**config.mk**
```make
export PLATFORM = sky130hd
export DESIGN_NAME = qst_status
export DESIGN_NICKNAME = d
export VERILOG_FILES = /design/src/qst_pkg.sv /design/src/qst_status.sv /design/src/qst_subgroup.sv
export SDC_FILE = /design/constraint.sdc
export NUM_CORES = 1
export LEC_CHECK = 0
export BUFFER_PORTS_ARGS = -buffer_cell sky130_fd_sc_hd__buf_2
export CAP_MARGIN = 20
export CORE_AREA = 5 5 148 150
export CTS_CLUSTER_SIZE = 30
export DETAILED_ROUTE_END_ITERATION = 7
export DIE_AREA = 0 0 153 155
export PLACE_DENSITY = 0.59
export RECOVER_POWER = 50
export SYNTH_ARGS = -nofsm -noshare
export SYNTH_HDL_FRONTEND = slang
export SYNTH_SLANG_ARGS = --single-unit
```
**constraint.sdc**
```tcl
create_clock -name clk -period 15.1 [get_ports clk]
set_input_delay 4.53 -clock clk [delete_from_list [all_inputs] [get_ports clk]]
set_output_delay 4.53 -clock clk [all_outputs]
set_load 0.03 [all_outputs]
```
**src/qst_pkg.sv**
```systemverilog
// Constants, types and helpers shared by the questionable status subgroups.
// Assumes a single 40 MHz system clock and 16-bit status registers.
package qst_pkg;

    // ==========================================================
    // Widths and clocking
    localparam int unsigned QST_W              = 16;
    localparam int unsigned QST_CLK_HZ         = 40_000_000;
    localparam int unsigned QST_NO_CLK_TIME_MS = 3000;
    localparam int unsigned QST_NO_CLK_CYCLES  = QST_NO_CLK_TIME_MS * (QST_CLK_HZ / 1000);
    localparam int unsigned QST_NO_CLK_CNT_W   = 27;
    localparam int unsigned QST_NO_DATA_EDGES  = 200;
    localparam int unsigned QST_NO_DATA_CNT_W  = 8;

    // ==========================================================
    // Test-link condition bit positions
    localparam int unsigned QST_BIT_NO_CLK    = 0;
    localparam int unsigned QST_BIT_NO_DATA   = 1;
    localparam int unsigned QST_BIT_PRBS      = 2;
    localparam int unsigned QST_BIT_UNLOCK    = 11;
    localparam int unsigned QST_BIT_AMP       = 12;
    localparam int unsigned QST_BIT_CHAN_SYNC = 13;
    localparam int unsigned QST_BIT_WAIT_MID  = 14;

    // Calibration condition bit positions
    localparam int unsigned QST_CAL_BIT_IQ    = 0;
    localparam int unsigned QST_CAL_BIT_DCZ   = 1;

    // Parent questionable condition bits fed by the summaries
    localparam int unsigned QST_PARENT_CAL_BIT    = 8;
    localparam int unsigned QST_PARENT_TEST_BIT_A = 12;
    localparam int unsigned QST_PARENT_TEST_BIT_B = 3;

    // ==========================================================
    // Reset values
    localparam logic [15:0] QST_PTR_RST    = 16'h7FFF;
    localparam logic [15:0] QST_NTR_RST    = 16'h0000;
    localparam logic [15:0] QST_ENABLE_RST = 16'h0000;
    localparam logic [15:0] QST_ZERO       = 16'h0000;

    // ==========================================================
    // Synchronised pin vector positions
    localparam int unsigned QST_IN_TCLK   = 0;
    localparam int unsigned QST_IN_TDATA  = 1;
    localparam int unsigned QST_IN_PRBS   = 2;
    localparam int unsigned QST_IN_DEMOD  = 3;
    localparam int unsigned QST_IN_DCONV  = 4;
    localparam int unsigned QST_IN_AMP    = 5;
    localparam int unsigned QST_IN_BCH    = 6;
    localparam int unsigned QST_IN_TCH    = 7;
    localparam int unsigned QST_IN_PDCH   = 8;
    localparam int unsigned QST_IN_MID    = 9;
    localparam int unsigned QST_IN_IQ     = 10;
    localparam int unsigned QST_IN_DCZ    = 11;
    localparam int unsigned QST_IN_W      = 12;

    // ==========================================================
    // Sync source selection
    typedef enum logic [1:0] {
        QST_SRC_BCH  = 2'b00,
        QST_SRC_TCH  = 2'b01,
        QST_SRC_PDCH = 2'b10
    } qst_sync_src_t;

    // Register selector for queries and commands
    typedef enum logic [3:0] {
        QST_SEL_CAL_COND   = 4'b0000,
        QST_SEL_CAL_PTR    = 4'b0001,
        QST_SEL_CAL_NTR    = 4'b0010,
        QST_SEL_CAL_EVENT  = 4'b0011,
        QST_SEL_CAL_ENABLE = 4'b0100,
        QST_SEL_TST_COND   = 4'b0101,
        QST_SEL_TST_PTR    = 4'b0110,
        QST_SEL_TST_NTR    = 4'b0111,
        QST_SEL_TST_EVENT  = 4'b1000,
        QST_SEL_TST_ENABLE = 4'b1001
    } qst_sel_t;

    // ==========================================================
    // Edge helpers
    function automatic logic qst_rise(input logic cur, input logic prev);
        return cur & ~prev;
    endfunction : qst_rise

    function automatic logic qst_fall(input logic cur, input logic prev);
        return ~cur & prev;
    endfunction : qst_fall

endpackage : qst_pkg

```
**src/qst_status.sv**
```systemverilog
// Questionable status for the calibration and test-link subgroups.
// Assumes status pins are asynchronous and the command port is on clk.
`timescale 1ns/10ps
module qst_status
    import qst_pkg::*;
#(
    parameter int unsigned NO_CLK_CYCLES = QST_NO_CLK_CYCLES
)
(
    input  wire logic          clk,
    input  wire logic          rst,
    input  wire logic          reset_cmd,
    input  wire qst_sync_src_t sync_src,
    input  wire logic          test_clk_pin,
    input  wire logic          test_data_pin,
    input  wire logic          prbs_unsync,
    input  wire logic          demod_unlock,
    input  wire logic          downconv_unlock,
    input  wire logic          demod_amplitude_range_flag,
    input  wire logic          bch_sync_ok,
    input  wire logic          tch_sync_ok,
    input  wire logic          pdch_sync_ok,
    input  wire logic          midamble_seen,
    input  wire logic          iq_cal_fail,
    input  wire logic          dc_mod_zero_cal_fail,
    input  wire logic          reg_valid,
    input  wire logic          reg_write,
    input  wire qst_sel_t      reg_sel,
    input  wire logic [15:0]   reg_wdata,
    output logic      [15:0]   reg_rdata,
    output logic               reg_ack,
    output logic               cal_summary,
    output logic               test_summary
);

    // ==========================================================
    // Pin synchronisers
    logic [QST_IN_W-1:0] pin_raw;
    logic [QST_IN_W-1:0] pin_meta;
    logic [QST_IN_W-1:0] pin_sync;
    logic [QST_IN_W-1:0] pin_last;

    assign pin_raw = {dc_mod_zero_cal_fail, iq_cal_fail, midamble_seen, pdch_sync_ok,
                      tch_sync_ok, bch_sync_ok, demod_amplitude_range_flag,
                      downconv_unlock, demod_unlock, prbs_unsync, test_data_pin,
                      test_clk_pin};

    // Second stage feeds a history stage for edge detection
    always_ff @(posedge clk or posedge rst) begin
        if (rst) begin
            pin_meta <= '0;
            pin_sync <= '0;
            pin_last <= '0;
        end else begin
            pin_meta <= pin_raw;
            pin_sync <= pin_meta;
            pin_last <= pin_sync;
        end
    end

    logic tclk_rise;
    logic tdata_change;
    logic sel_sync_ok;
    logic sel_sync_ok_last;

    assign tclk_rise    = qst_rise(pin_sync[QST_IN_TCLK], pin_last[QST_IN_TCLK]);
    assign tdata_change = pin_sync[QST_IN_TDATA] ^ pin_last[QST_IN_TDATA];

    // Selected channel sync status; an unused code behaves as BCH
    always_comb begin
        unique case (sync_src)
            QST_SRC_TCH: begin
                sel_sync_ok      = pin_sync[QST_IN_TCH];
                sel_sync_ok_last = pin_last[QST_IN_TCH];
            end
            QST_SRC_PDCH: begin
                sel_sync_ok      = pin_sync[QST_IN_PDCH];
                sel_sync_ok_last = pin_last[QST_IN_PDCH];
            end
            default: begin
                sel_sync_ok      = pin_sync[QST_IN_BCH];
                sel_sync_ok_last = pin_last[QST_IN_BCH];
            end
        endcase
    end

    // ==========================================================
    // Test clock and data activity monitors
    logic [QST_NO_CLK_CNT_W-1:0]  clk_gap;
    logic [QST_NO_CLK_CNT_W-1:0]  next_clk_gap;
    logic [QST_NO_DATA_CNT_W-1:0] quiet_edges;
    logic [QST_NO_DATA_CNT_W-1:0] next_quiet_edges;
    logic                         no_clk;
    logic                         no_data;

    localparam logic [QST_NO_CLK_CNT_W-1:0]  GAP_LIMIT   = QST_NO_CLK_CNT_W'(NO_CLK_CYCLES);
    localparam logic [QST_NO_DATA_CNT_W-1:0] QUIET_LIMIT = QST_NO_DATA_CNT_W'(QST_NO_DATA_EDGES);

    // Counters saturate so a stopped clock never wraps back to idle
    always_comb begin
        if (tclk_rise) begin
            next_clk_gap = '0;
        end else if (clk_gap > GAP_LIMIT) begin
            next_clk_gap = clk_gap;
        end else begin
            next_clk_gap = clk_gap + 1'b1;
        end
        if (tdata_change) begin
            next_quiet_edges = '0;
        end else if (tclk_rise && quiet_edges < QUIET_LIMIT) begin
            next_quiet_edges = quiet_edges + 1'b1;
        end else begin
            next_quiet_edges = quiet_edges;
        end
    end

    always_ff @(posedge clk or posedge rst) begin
        if (rst) begin
            clk_gap     <= '0;
            quiet_edges <= '0;
        end else begin
            clk_gap     <= next_clk_gap;
            quiet_edges <= next_quiet_edges;
        end
    end

    assign no_clk  = clk_gap > GAP_LIMIT;
    assign no_data = quiet_edges >= QUIET_LIMIT;

    // ==========================================================
    // Reset-command masking of live flags
    // A reset command hides a flag until its source drops, so a still
    // asserted source does not reappear the very next cycle.
    logic [2:0] raw_flag;
    logic [2:0] hold_zero;
    logic [2:0] next_hold_zero;
    logic [2:0] live_flag;

    assign raw_flag = {~sel_sync_ok, pin_sync[QST_IN_AMP], pin_sync[QST_IN_PRBS]};

    always_comb begin
        next_hold_zero = reset_cmd ? 3'b111 : (hold_zero & raw_flag);
    end

    always_ff @(posedge clk or posedge rst) begin
        if (rst) begin
            hold_zero <= 3'b000;
        end else begin
            hold_zero <= next_hold_zero;
        end
    end

    assign live_flag = raw_flag & ~hold_zero;

    // ==========================================================
    // Waiting-for-midamble flag
    logic wait_mid;
    logic next_wait_mid;
    logic chan_rise;
    logic chan_last;
    logic lock_lost;
    logic mid_rise;

    assign chan_rise = qst_rise(live_flag[2], chan_last);
    assign mid_rise  = qst_rise(pin_sync[QST_IN_MID], pin_last[QST_IN_MID]);
    assign lock_lost = (sync_src != QST_SRC_BCH) && qst_fall(sel_sync_ok, sel_sync_ok_last);

    // Set beats both clears when they meet in one cycle
    always_comb begin
        next_wait_mid = wait_mid;
        if (reset_cmd || mid_rise) begin
            next_wait_mid = 1'b0;
        end
        if (chan_rise || lock_lost) begin
            next_wait_mid = 1'b1;
        end
    end

    always_ff @(posedge clk or posedge rst) begin
        if (rst) begin
            wait_mid  <= 1'b0;
            chan_last <= 1'b0;
        end else begin
            wait_mid  <= next_wait_mid;
            chan_last <= live_flag[2];
        end
    end

    // ==========================================================
    // Condition vectors; unused bits are tied low
    logic [15:0] test_cond;
    logic [15:0] cal_cond;

    always_comb begin
        test_cond                    = QST_ZERO;
        test_cond[QST_BIT_NO_CLK]    = no_clk;
        test_cond[QST_BIT_NO_DATA]   = no_data;
        test_cond[QST_BIT_PRBS]      = live_flag[0];
        test_cond[QST_BIT_UNLOCK]    = pin_sync[QST_IN_DEMOD] | pin_sync[QST_IN_DCONV];
        test_cond[QST_BIT_AMP]       = live_flag[1];
        test_cond[QST_BIT_CHAN_SYNC] = live_flag[2];
        test_cond[QST_BIT_WAIT_MID]  = wait_mid;
        cal_cond                     = QST_ZERO;
        cal_cond[QST_CAL_BIT_IQ]     = pin_sync[QST_IN_IQ];
        cal_cond[QST_CAL_BIT_DCZ]    = pin_sync[QST_IN_DCZ];
    end

    // ==========================================================
    // Subgroups
    logic        wr_cmd;
    logic        rd_cmd;
    logic [15:0] cal_ptr;
    logic [15:0] cal_ntr;
    logic [15:0] cal_enable;
    logic [15:0] cal_event;
    logic [15:0] tst_ptr;
    logic [15:0] tst_ntr;
    logic [15:0] tst_enable;
    logic [15:0] tst_event;

    assign wr_cmd = reg_valid & reg_write;
    assign rd_cmd = reg_valid & ~reg_write;

    // Values arrive as plain binary weights; the command parser sums them
    qst_subgroup u_cal (
        .clk        (clk),
        .rst        (rst),
        .cond       (cal_cond),
        .wdata      (reg_wdata),
        .wr_ptr     (wr_cmd && reg_sel == QST_SEL_CAL_PTR),
        .wr_ntr     (wr_cmd && reg_sel == QST_SEL_CAL_NTR),
        .wr_enable  (wr_cmd && reg_sel == QST_SEL_CAL_ENABLE),
        .rd_event   (rd_cmd && reg_sel == QST_SEL_CAL_EVENT),
        .ptr        (cal_ptr),
        .ntr        (cal_ntr),
        .enable     (cal_enable),
        .event_bits (cal_event),
        .summary    (cal_summary)
    );

    qst_subgroup u_tst (
        .clk        (clk),
        .rst        (rst),
        .cond       (test_cond),
        .wdata      (reg_wdata),
        .wr_ptr     (wr_cmd && reg_sel == QST_SEL_TST_PTR),
        .wr_ntr     (wr_cmd && reg_sel == QST_SEL_TST_NTR),
        .wr_enable  (wr_cmd && reg_sel == QST_SEL_TST_ENABLE),
        .rd_event   (rd_cmd && reg_sel == QST_SEL_TST_EVENT),
        .ptr        (tst_ptr),
        .ntr        (tst_ntr),
        .enable     (tst_enable),
        .event_bits (tst_event),
        .summary    (test_summary)
    );

    // ==========================================================
    // Query answers
    // Condition writes fall through with no effect, keeping them read-only.
    logic [15:0] next_rdata;
    logic        next_ack;

    always_comb begin
        next_ack   = reg_valid;
        next_rdata = reg_rdata;
        if (rd_cmd) begin
            unique case (reg_sel)
                QST_SEL_CAL_COND:   next_rdata = cal_cond;
                QST_SEL_CAL_PTR:    next_rdata = cal_ptr;
                QST_SEL_CAL_NTR:    next_rdata = cal_ntr;
                QST_SEL_CAL_EVENT:  next_rdata = cal_event;
                QST_SEL_CAL_ENABLE: next_rdata = cal_enable;
                QST_SEL_TST_COND:   next_rdata = test_cond;
                QST_SEL_TST_PTR:    next_rdata = tst_ptr;
                QST_SEL_TST_NTR:    next_rdata = tst_ntr;
                QST_SEL_TST_EVENT:  next_rdata = tst_event;
                QST_SEL_TST_ENABLE: next_rdata = tst_enable;
                default:            next_rdata = QST_ZERO;  // Unmapped selector
            endcase
        end
    end

    always_ff @(posedge clk or posedge rst) begin
        if (rst) begin
            reg_rdata <= QST_ZERO;
            reg_ack   <= 1'b0;
        end else begin
            reg_rdata <= next_rdata;
            reg_ack   <= next_ack;
        end
    end

endmodule : qst_status

```
**src/qst_subgroup.sv**
```systemverilog
// One status subgroup: transition filters, event latch, enable mask, summary.
// Assumes the condition vector is already on the system clock.
`timescale 1ns/10ps
module qst_subgroup
    import qst_pkg::*;
(
    input  wire logic        clk,
    input  wire logic        rst,
    input  wire logic [15:0] cond,
    input  wire logic [15:0] wdata,
    input  wire logic        wr_ptr,
    input  wire logic        wr_ntr,
    input  wire logic        wr_enable,
    input  wire logic        rd_event,
    output logic      [15:0] ptr,
    output logic      [15:0] ntr,
    output logic      [15:0] enable,
    output logic      [15:0] event_bits,
    output logic             summary
);

    logic [15:0] prev_cond;
    logic [15:0] next_ptr;
    logic [15:0] next_ntr;
    logic [15:0] next_enable;
    logic [15:0] next_event;
    logic [15:0] hits;

    // ==========================================================
    // Filters, mask and event latch
    always_comb begin
        next_ptr    = wr_ptr    ? wdata : ptr;
        next_ntr    = wr_ntr    ? wdata : ntr;
        next_enable = wr_enable ? wdata : enable;
        hits = (cond & ~prev_cond & ptr) | (~cond & prev_cond & ntr);
        // Fresh hits survive a clearing read so no event is lost
        next_event = (rd_event ? QST_ZERO : event_bits) | hits;
    end

    always_ff @(posedge clk or posedge rst) begin
        if (rst) begin
            prev_cond  <= QST_ZERO;
            ptr        <= QST_PTR_RST;
            ntr        <= QST_NTR_RST;
            enable     <= QST_ENABLE_RST;
            event_bits <= QST_ZERO;
        end else begin
            prev_cond  <= cond;
            ptr        <= next_ptr;
            ntr        <= next_ntr;
            enable     <= next_enable;
            event_bits <= next_event;
        end
    end

    // Summary follows the latched events every cycle
    assign summary = |(event_bits & enable);

endmodule : qst_subgroup

```
### Yosys cells after proc, flatten, opt, wreduce, memory -nomap -nowiden

Index checks and enable logic that the tools add are counted.

| word-level totals | value |
|---|---|
| output and inout port bits | 19 |
| register bits | 228 |
| input port bits | 39 |
| word-level logic and storage cells | 101 |

| operators by class | value |
|---|---|
| add/subtract/negate cells | 2 |
| equality and inequality tests | 12 |
| reductions and logical operators | 18 |
| magnitude comparators | 3 |
| muxes and demuxes | 12 |
| bitwise operators | 34 |

Operators by type and width:

| cell | number |
|---|---|
| one-hot mux 16 bit (10 select lines) | 1 |
| AND 16 bit | 6 |
| OR 16 bit | 4 |
| 2-to-1 mux 27 bit | 2 |
| 2-to-1 mux 16 bit | 2 |
| NOT 15 -> 16 bit | 2 |
| NOT 2 -> 16 bit | 2 |
| OR reduction 16 bit | 2 |
| adder 27 x 1 -> 27 bit (second input constant) | 1 |
| greater-than comparator 27 bit (second input constant) | 1 |
| AND 15 x 16 -> 16 bit | 1 |
| AND 16 x 15 -> 16 bit | 1 |
| AND 16 x 2 -> 16 bit | 1 |
| AND 2 x 16 -> 16 bit | 1 |
| == test 4 x 3 -> 1 bit (second input constant) | 4 |
| 2-to-1 mux 8 bit | 2 |
| logical AND 1 bit | 10 |
| adder 8 x 1 -> 8 bit (second input constant) | 1 |
| == test 4 x 2 -> 1 bit (second input constant) | 2 |
| == test 4 bit (second input constant) | 2 |
| greater-or-equal comparator 8 bit (second input constant) | 1 |
| < comparator 8 bit (second input constant) | 1 |
| AND 1 bit | 6 |
| AND 3 bit | 2 |
| other kinds (14) | 23 |

### Logic depth before layout (Yosys ltp)

| depth | value |
|---|---|
| word-level depth | 9 |
| gate-level depth with buffers | 8 |

### Modules after synthesis

From an unflattened synthesis, not the netlist that was laid out.

| second synthesis, totals | value |
|---|---|
| cells, all modules | 858 |
| area total of the unflattened synthesis | 11,005.6 um^2 |

By module, submodules not included:

| module | cells an instance | instances | sequential area each (um^2) | area an instance (um^2) |
|---|---|---|---|---|
| qst_subgroup | 210 | 2 | 2,020.7 | 3,269.4 |
| qst_status | 438 | 1 | 2,177.1 | 4,466.8 |

### Worst setup path after synthesis

Ideal clock, no wire load.

| path | value |
|---|---|
| path type | input to register |
| from | input port reg_sel[1] |
| to | register u_cal.ptr[15] |
| library setup time | 0.125 ns |
| arrival time | 6.019 ns |
| buffers on the path | 3 |
| path slack | 8.956 ns |
| stages | 7 |
| path through | buf_2 > nand2b_1 > nor3_1 > and3_1 > buf_2 > buf_4 > mux2_2 |

| on the way | value |
|---|---|
| longest elaborated chain between the ends | 2 |

Ends and longest elaborated chain:

| item | line | text |
|---|---|---|
| start, declared | qst_status.sv:28 | `input wire qst_sel_t reg_sel,` |
| == test 4 x 1 -> 1 bit | qst_status.sv:230 | `.wr_ptr (wr_cmd && reg_sel == QST_SEL_CAL_PTR),` |
| logical AND 1 bit | qst_status.sv:230 |  |
| end signal, assigned | qst_subgroup.sv:49 | `ptr <= next_ptr;` |
| end, declared | qst_subgroup.sv:15 | `output logic [15:0] ptr,` |

No other way between the ends.
A chain may end at the register's enable or synchronous reset.

==> results by group <==
Critical path
  – CP delay by family, top: buffers and inverters
  – WP buf/inv: 2
  – Critical path capture point type: asynchronous set/reset pin
  – Master of the slowest instance on the critical path: clkinvlp_2
  – Worst R2R Setup Slack: approximately 12 ns
  – Crit path max fanout: roughly 140
  – Setup CP Type: input pin to asynchronous set/reset pin
  – R2R depth: 6
  – CP Launch Type: input pin
  – RR Startpoint: clk_gap[5]$_DFFE_PP0P_
  – Cells along the critical path: buf_2, clkinvlp_2
  – Crit-path max cell delay: around 3.2 ns
  – Worst EP arrival: 7.97 ns
  – Reg2Reg Capture Point: clk_gap[10]$_DFFE_PP0P_
  – CP required: 14.57 ns

Layout
  – Final net count: 805
  – Area added between synthesis and finish: 11.70%
  – Core Util, Final: 0.4758
  – Final Cell Area: approximately 10000 µm²
  – Inserted Diodes: 0
  – Fraction of layout cells with a size suffix above 1: 0.3083
  – Fillers: around 1,900

Global route
  – Initial antenna violation count: 0
  – Gr ovfl total: 0
  – GRT met2 Usage: 0.2889
  – GRT Total Usage: 0.1716
  – GRT met1 Usage: 0.2280
  – Vias in the first global route: 6,202
  – Largest net degree at the start of global routing: 138
  – Routing usage on met3: 0.02949
  – Global-route wire length before repair: between 30,000 and 40,000 µm
  – GRT busiest layer: met2

Place
  – PortBufs: 57
  – Gpl congestion: 0.8424
  – DP HPWL: between 10,000 and 15,000 µm
  – Placed Area: 9260 µm²

Die
  – Die Y: about 160 µm
  – Site row count: 53
  – Io pins: 58
  – Core area: between 20,000 and 25,000 µm²
  – Starting Density: 0.4259
  – Die Wd: ~150 µm
  – Die area: about 24,000 µm²

Power and ir drop
  – P_sw: about 330 µW
  – Combinational share of power: 0.121
  – Clock network power share: 0.346
  – Pwr Total: around 1300 µW
  – Leak Pwr: around 0.0042 µW
  – Sequential power share: 0.534
  – Worst VDD drop: roughly 0.095 mV
  – PwrDens: 128.7 nW/µm²
  – Switching Share: 0.2639
  – Pint: ~930 µW

Route
  – Post-route DRC: 0
  – First-pass iteration count of the detailed router: 5
  – Total number of vias: between 6,000 and 7,000
  – DR WL/cell: ~19 µm
  – Vias per cell: a little under 6
  – Remaining antenna violation count after routing: 0
  – Drt first-iter violations: about 380
  – Final WL: roughly 20,000 µm

Yosys
  – Ys flop type: dfrtp_1
  – Number of library cell types mapped by synthesis: slightly above 60
  – Biggest area consumer among synthesized cells: dfrtp_1
  – Number of synthesized register bits: 200
  – Cells after synthesis: between 700 and 800
  – Post-synth EDFFs: 0
  – Register area share after synthesis: 0.5759
  – Top post-synthesis cells by count: 170 x dfrtp_1, 100 x mux2_2, 47 x nand2_1
  – Post-Syn Nets: 759
  – Most frequent cell after synthesis: dfrtp_1
  – Synth top area cells: dfrtp_1 49%, mux2_2 13%, dfstp_2 9.0%, a22oi_1 3.1%, nand2_1 2.0%
  – Yosys warns: 0
  – Mapped Avg Cell Area: ~12 µm²
  – FFs w/ async S/R, synth: 1.000
  – Share of Yosys cell area claimed by the top area cell type: 0.4859
  – Syn Std Cell Area: slightly below 9000 µm²

Clocking
  – Root Buffer: clkbuf_16
  – CTS tree: built
  – Hold-fix buffers at CTS: 0
  – Max clock buf depth: 2
  – Quantity of gates resized following cts: 0
  – # clock sinks: 200
  – Post-CTS Setup Inserts: 0
  – Clock transition at path regs: around 0.070 ns
  – Number of CTS-inserted buffers: 17
  – H-Tree Depth: 4
  – Skew-Pair Late Insertion Delay: around 0.42 ns

Timing
  – Pins Over Slew Limit: ~140
  – Slew margin rel.: -2.885
  – RSZ-0062 raised after global routing: false
  – F_max: roughly 120 MHz
  – Final clock skew: just under 0.01 ns
  – Worst slew pin tran: just under 6 ns
  – Fin crit share: 0.5627
  – Sum Neg Setup Slack: 0 ns
  – Minimum clock period: 8.497 ns
  – WHS: 0.3488 ns
  – Final Hold Viols: 0
  – Final setup viols: 0

Worst hold path
  – Hold Path End: pin_sync[7]$_DFF_PP0_
  – Worst Hold Class: register to register
  – Hold depth: 0
  – HP Start: pin_meta[7]$_DFF_PP0_

Status
  – Status: complete, but fails checks
  – Failing checks: max-capacitance violations, max-slew violations

Run
  – Max-Cap Viols: 1
[logic make-up (layout without fill, tap and decap cells)]
family          count (synthesis)  in the layout  share of synthesized area
simple gates                  188            188                     0.1166
xor+xnor                        8              8                   0.008001
flops                         200            200                     0.5759
fa+ha+maj                       7              7                    0.01000
mux                           108            108                     0.1378
buf+inv                        57            116                    0.03001
compound gates                145            145                     0.1218
[layout by cell type (no fill, tap or decap), drive strengths merged, types with 3 or more instances in the layout]
| cell type | netlist | final |
|---|---|---|
| nor2 | 30 | 30 |
| clkinv | 0 | 5 |
| o211ai | 7 | 7 |
| nand3 | 24 | 24 |
| xor2 | 4 | 4 |
| nor3 | 10 | 10 |
| nand2b | 9 | 9 |
| nor4 | 10 | 10 |
| mux2i | 8 | 8 |
| mux2 | 100 | 100 |
| ha | 7 | 7 |
| buf | 18 | 63 |
| clkinvlp | 0 | 5 |
| nand4 | 11 | 11 |
| a22o | 17 | 17 |
| dfstp | 30 | 30 |
| a32oi | 4 | 4 |
| o21ai | 16 | 16 |
| or4 | 10 | 10 |
| nand2 | 47 | 47 |
| a31oi | 6 | 6 |
| clkbuf | 19 | 20 |
| a22oi | 36 | 36 |
| nor2b | 5 | 5 |
| dfrtp | 170 | 170 |
| xnor2 | 4 | 4 |
| a222oi | 4 | 4 |
| and3 | 8 | 8 |
| a21oi | 23 | 23 |
| inv | 20 | 22 |
| or3 | 6 | 6 |
| o221ai | 3 | 3 |
| o31ai | 10 | 10 |
| nand3b | 13 | 13 |
| a31o | 3 | 3 |
[per-layer routing]
metal / vias to the layer above / routed length (µm)
met5: - / 0
met4: 0 / 425
met3: 29 / 605
met2: 134 / 10140
met1: 3155 / 8922
li1: 2732 / -
[stage by stage]
stage	instances	setup slack [ns]
after detailed placement	1015	7.720
final	1047	6.603
after CTS	1047	8.275
after floorplan	713	5.166
after global placement	1015	7.920
after global routing	1047	5.431
[sequential cells by signal (all words and copies together) (netlist names), 8 cells and up]
name / cells
clk_gap: 27
pin_meta: 12
pin_sync: 12
quiet_edges: 8
reg_rdata: 16
u_cal.enable: 16
u_cal.ntr: 16
u_cal.ptr: 16
u_tst.enable: 16
u_tst.ntr: 16
u_tst.ptr: 16
[cell type report]
| class | instances | area (µm²) | area share |
|---|---|---|---|
| tap | 275 | 344.1 | 0.03518 |
| sequential | 200 | 5042 | 0.5155 |
| clock buffer | 19 | 442.9 | 0.04529 |
| multi-input combinational | 456 | 3417 | 0.3494 |
| clock inverter | 13 | 120.1 | 0.01228 |
| timing repair buffer | 64 | 336.6 | 0.03441 |
| inverter | 20 | 77.57 | 0.007931 |
[worst max path at each step]
stage,start,endpoint,slack [ns],depth (start not counted)
after floorplan,rst,clk_gap[0]$_DFFE_PP0P_,5.17,1
after global placement,reg_sel[3],u_tst.ptr[15]$_DFFE_PP0P_,7.92,5
after detailed placement,reg_sel[3],u_tst.ptr[15]$_DFFE_PP0P_,7.72,5
after CTS,reg_sel[3],u_tst.ptr[15]$_DFFE_PP0P_,8.27,5
after global routing,rst,reg_rdata[10]$_DFFE_PP0P_,5.43,2
final,rst,u_cal.ntr[9]$_DFFE_PP0P_,6.60,2
[power groups by stage]
stage / Clock (µW) / Combinational [µW] / Sequential (µW)
after floorplan: 0 / 108 / 670
after global placement: 0 / 147 / 677
after detailed placement: 0 / 154 / 680
after CTS: 446 / 154 / 670
after global routing: 466 / 169 / 680
final: 435 / 152 / 672
Power figures use the tool's default switching activity.
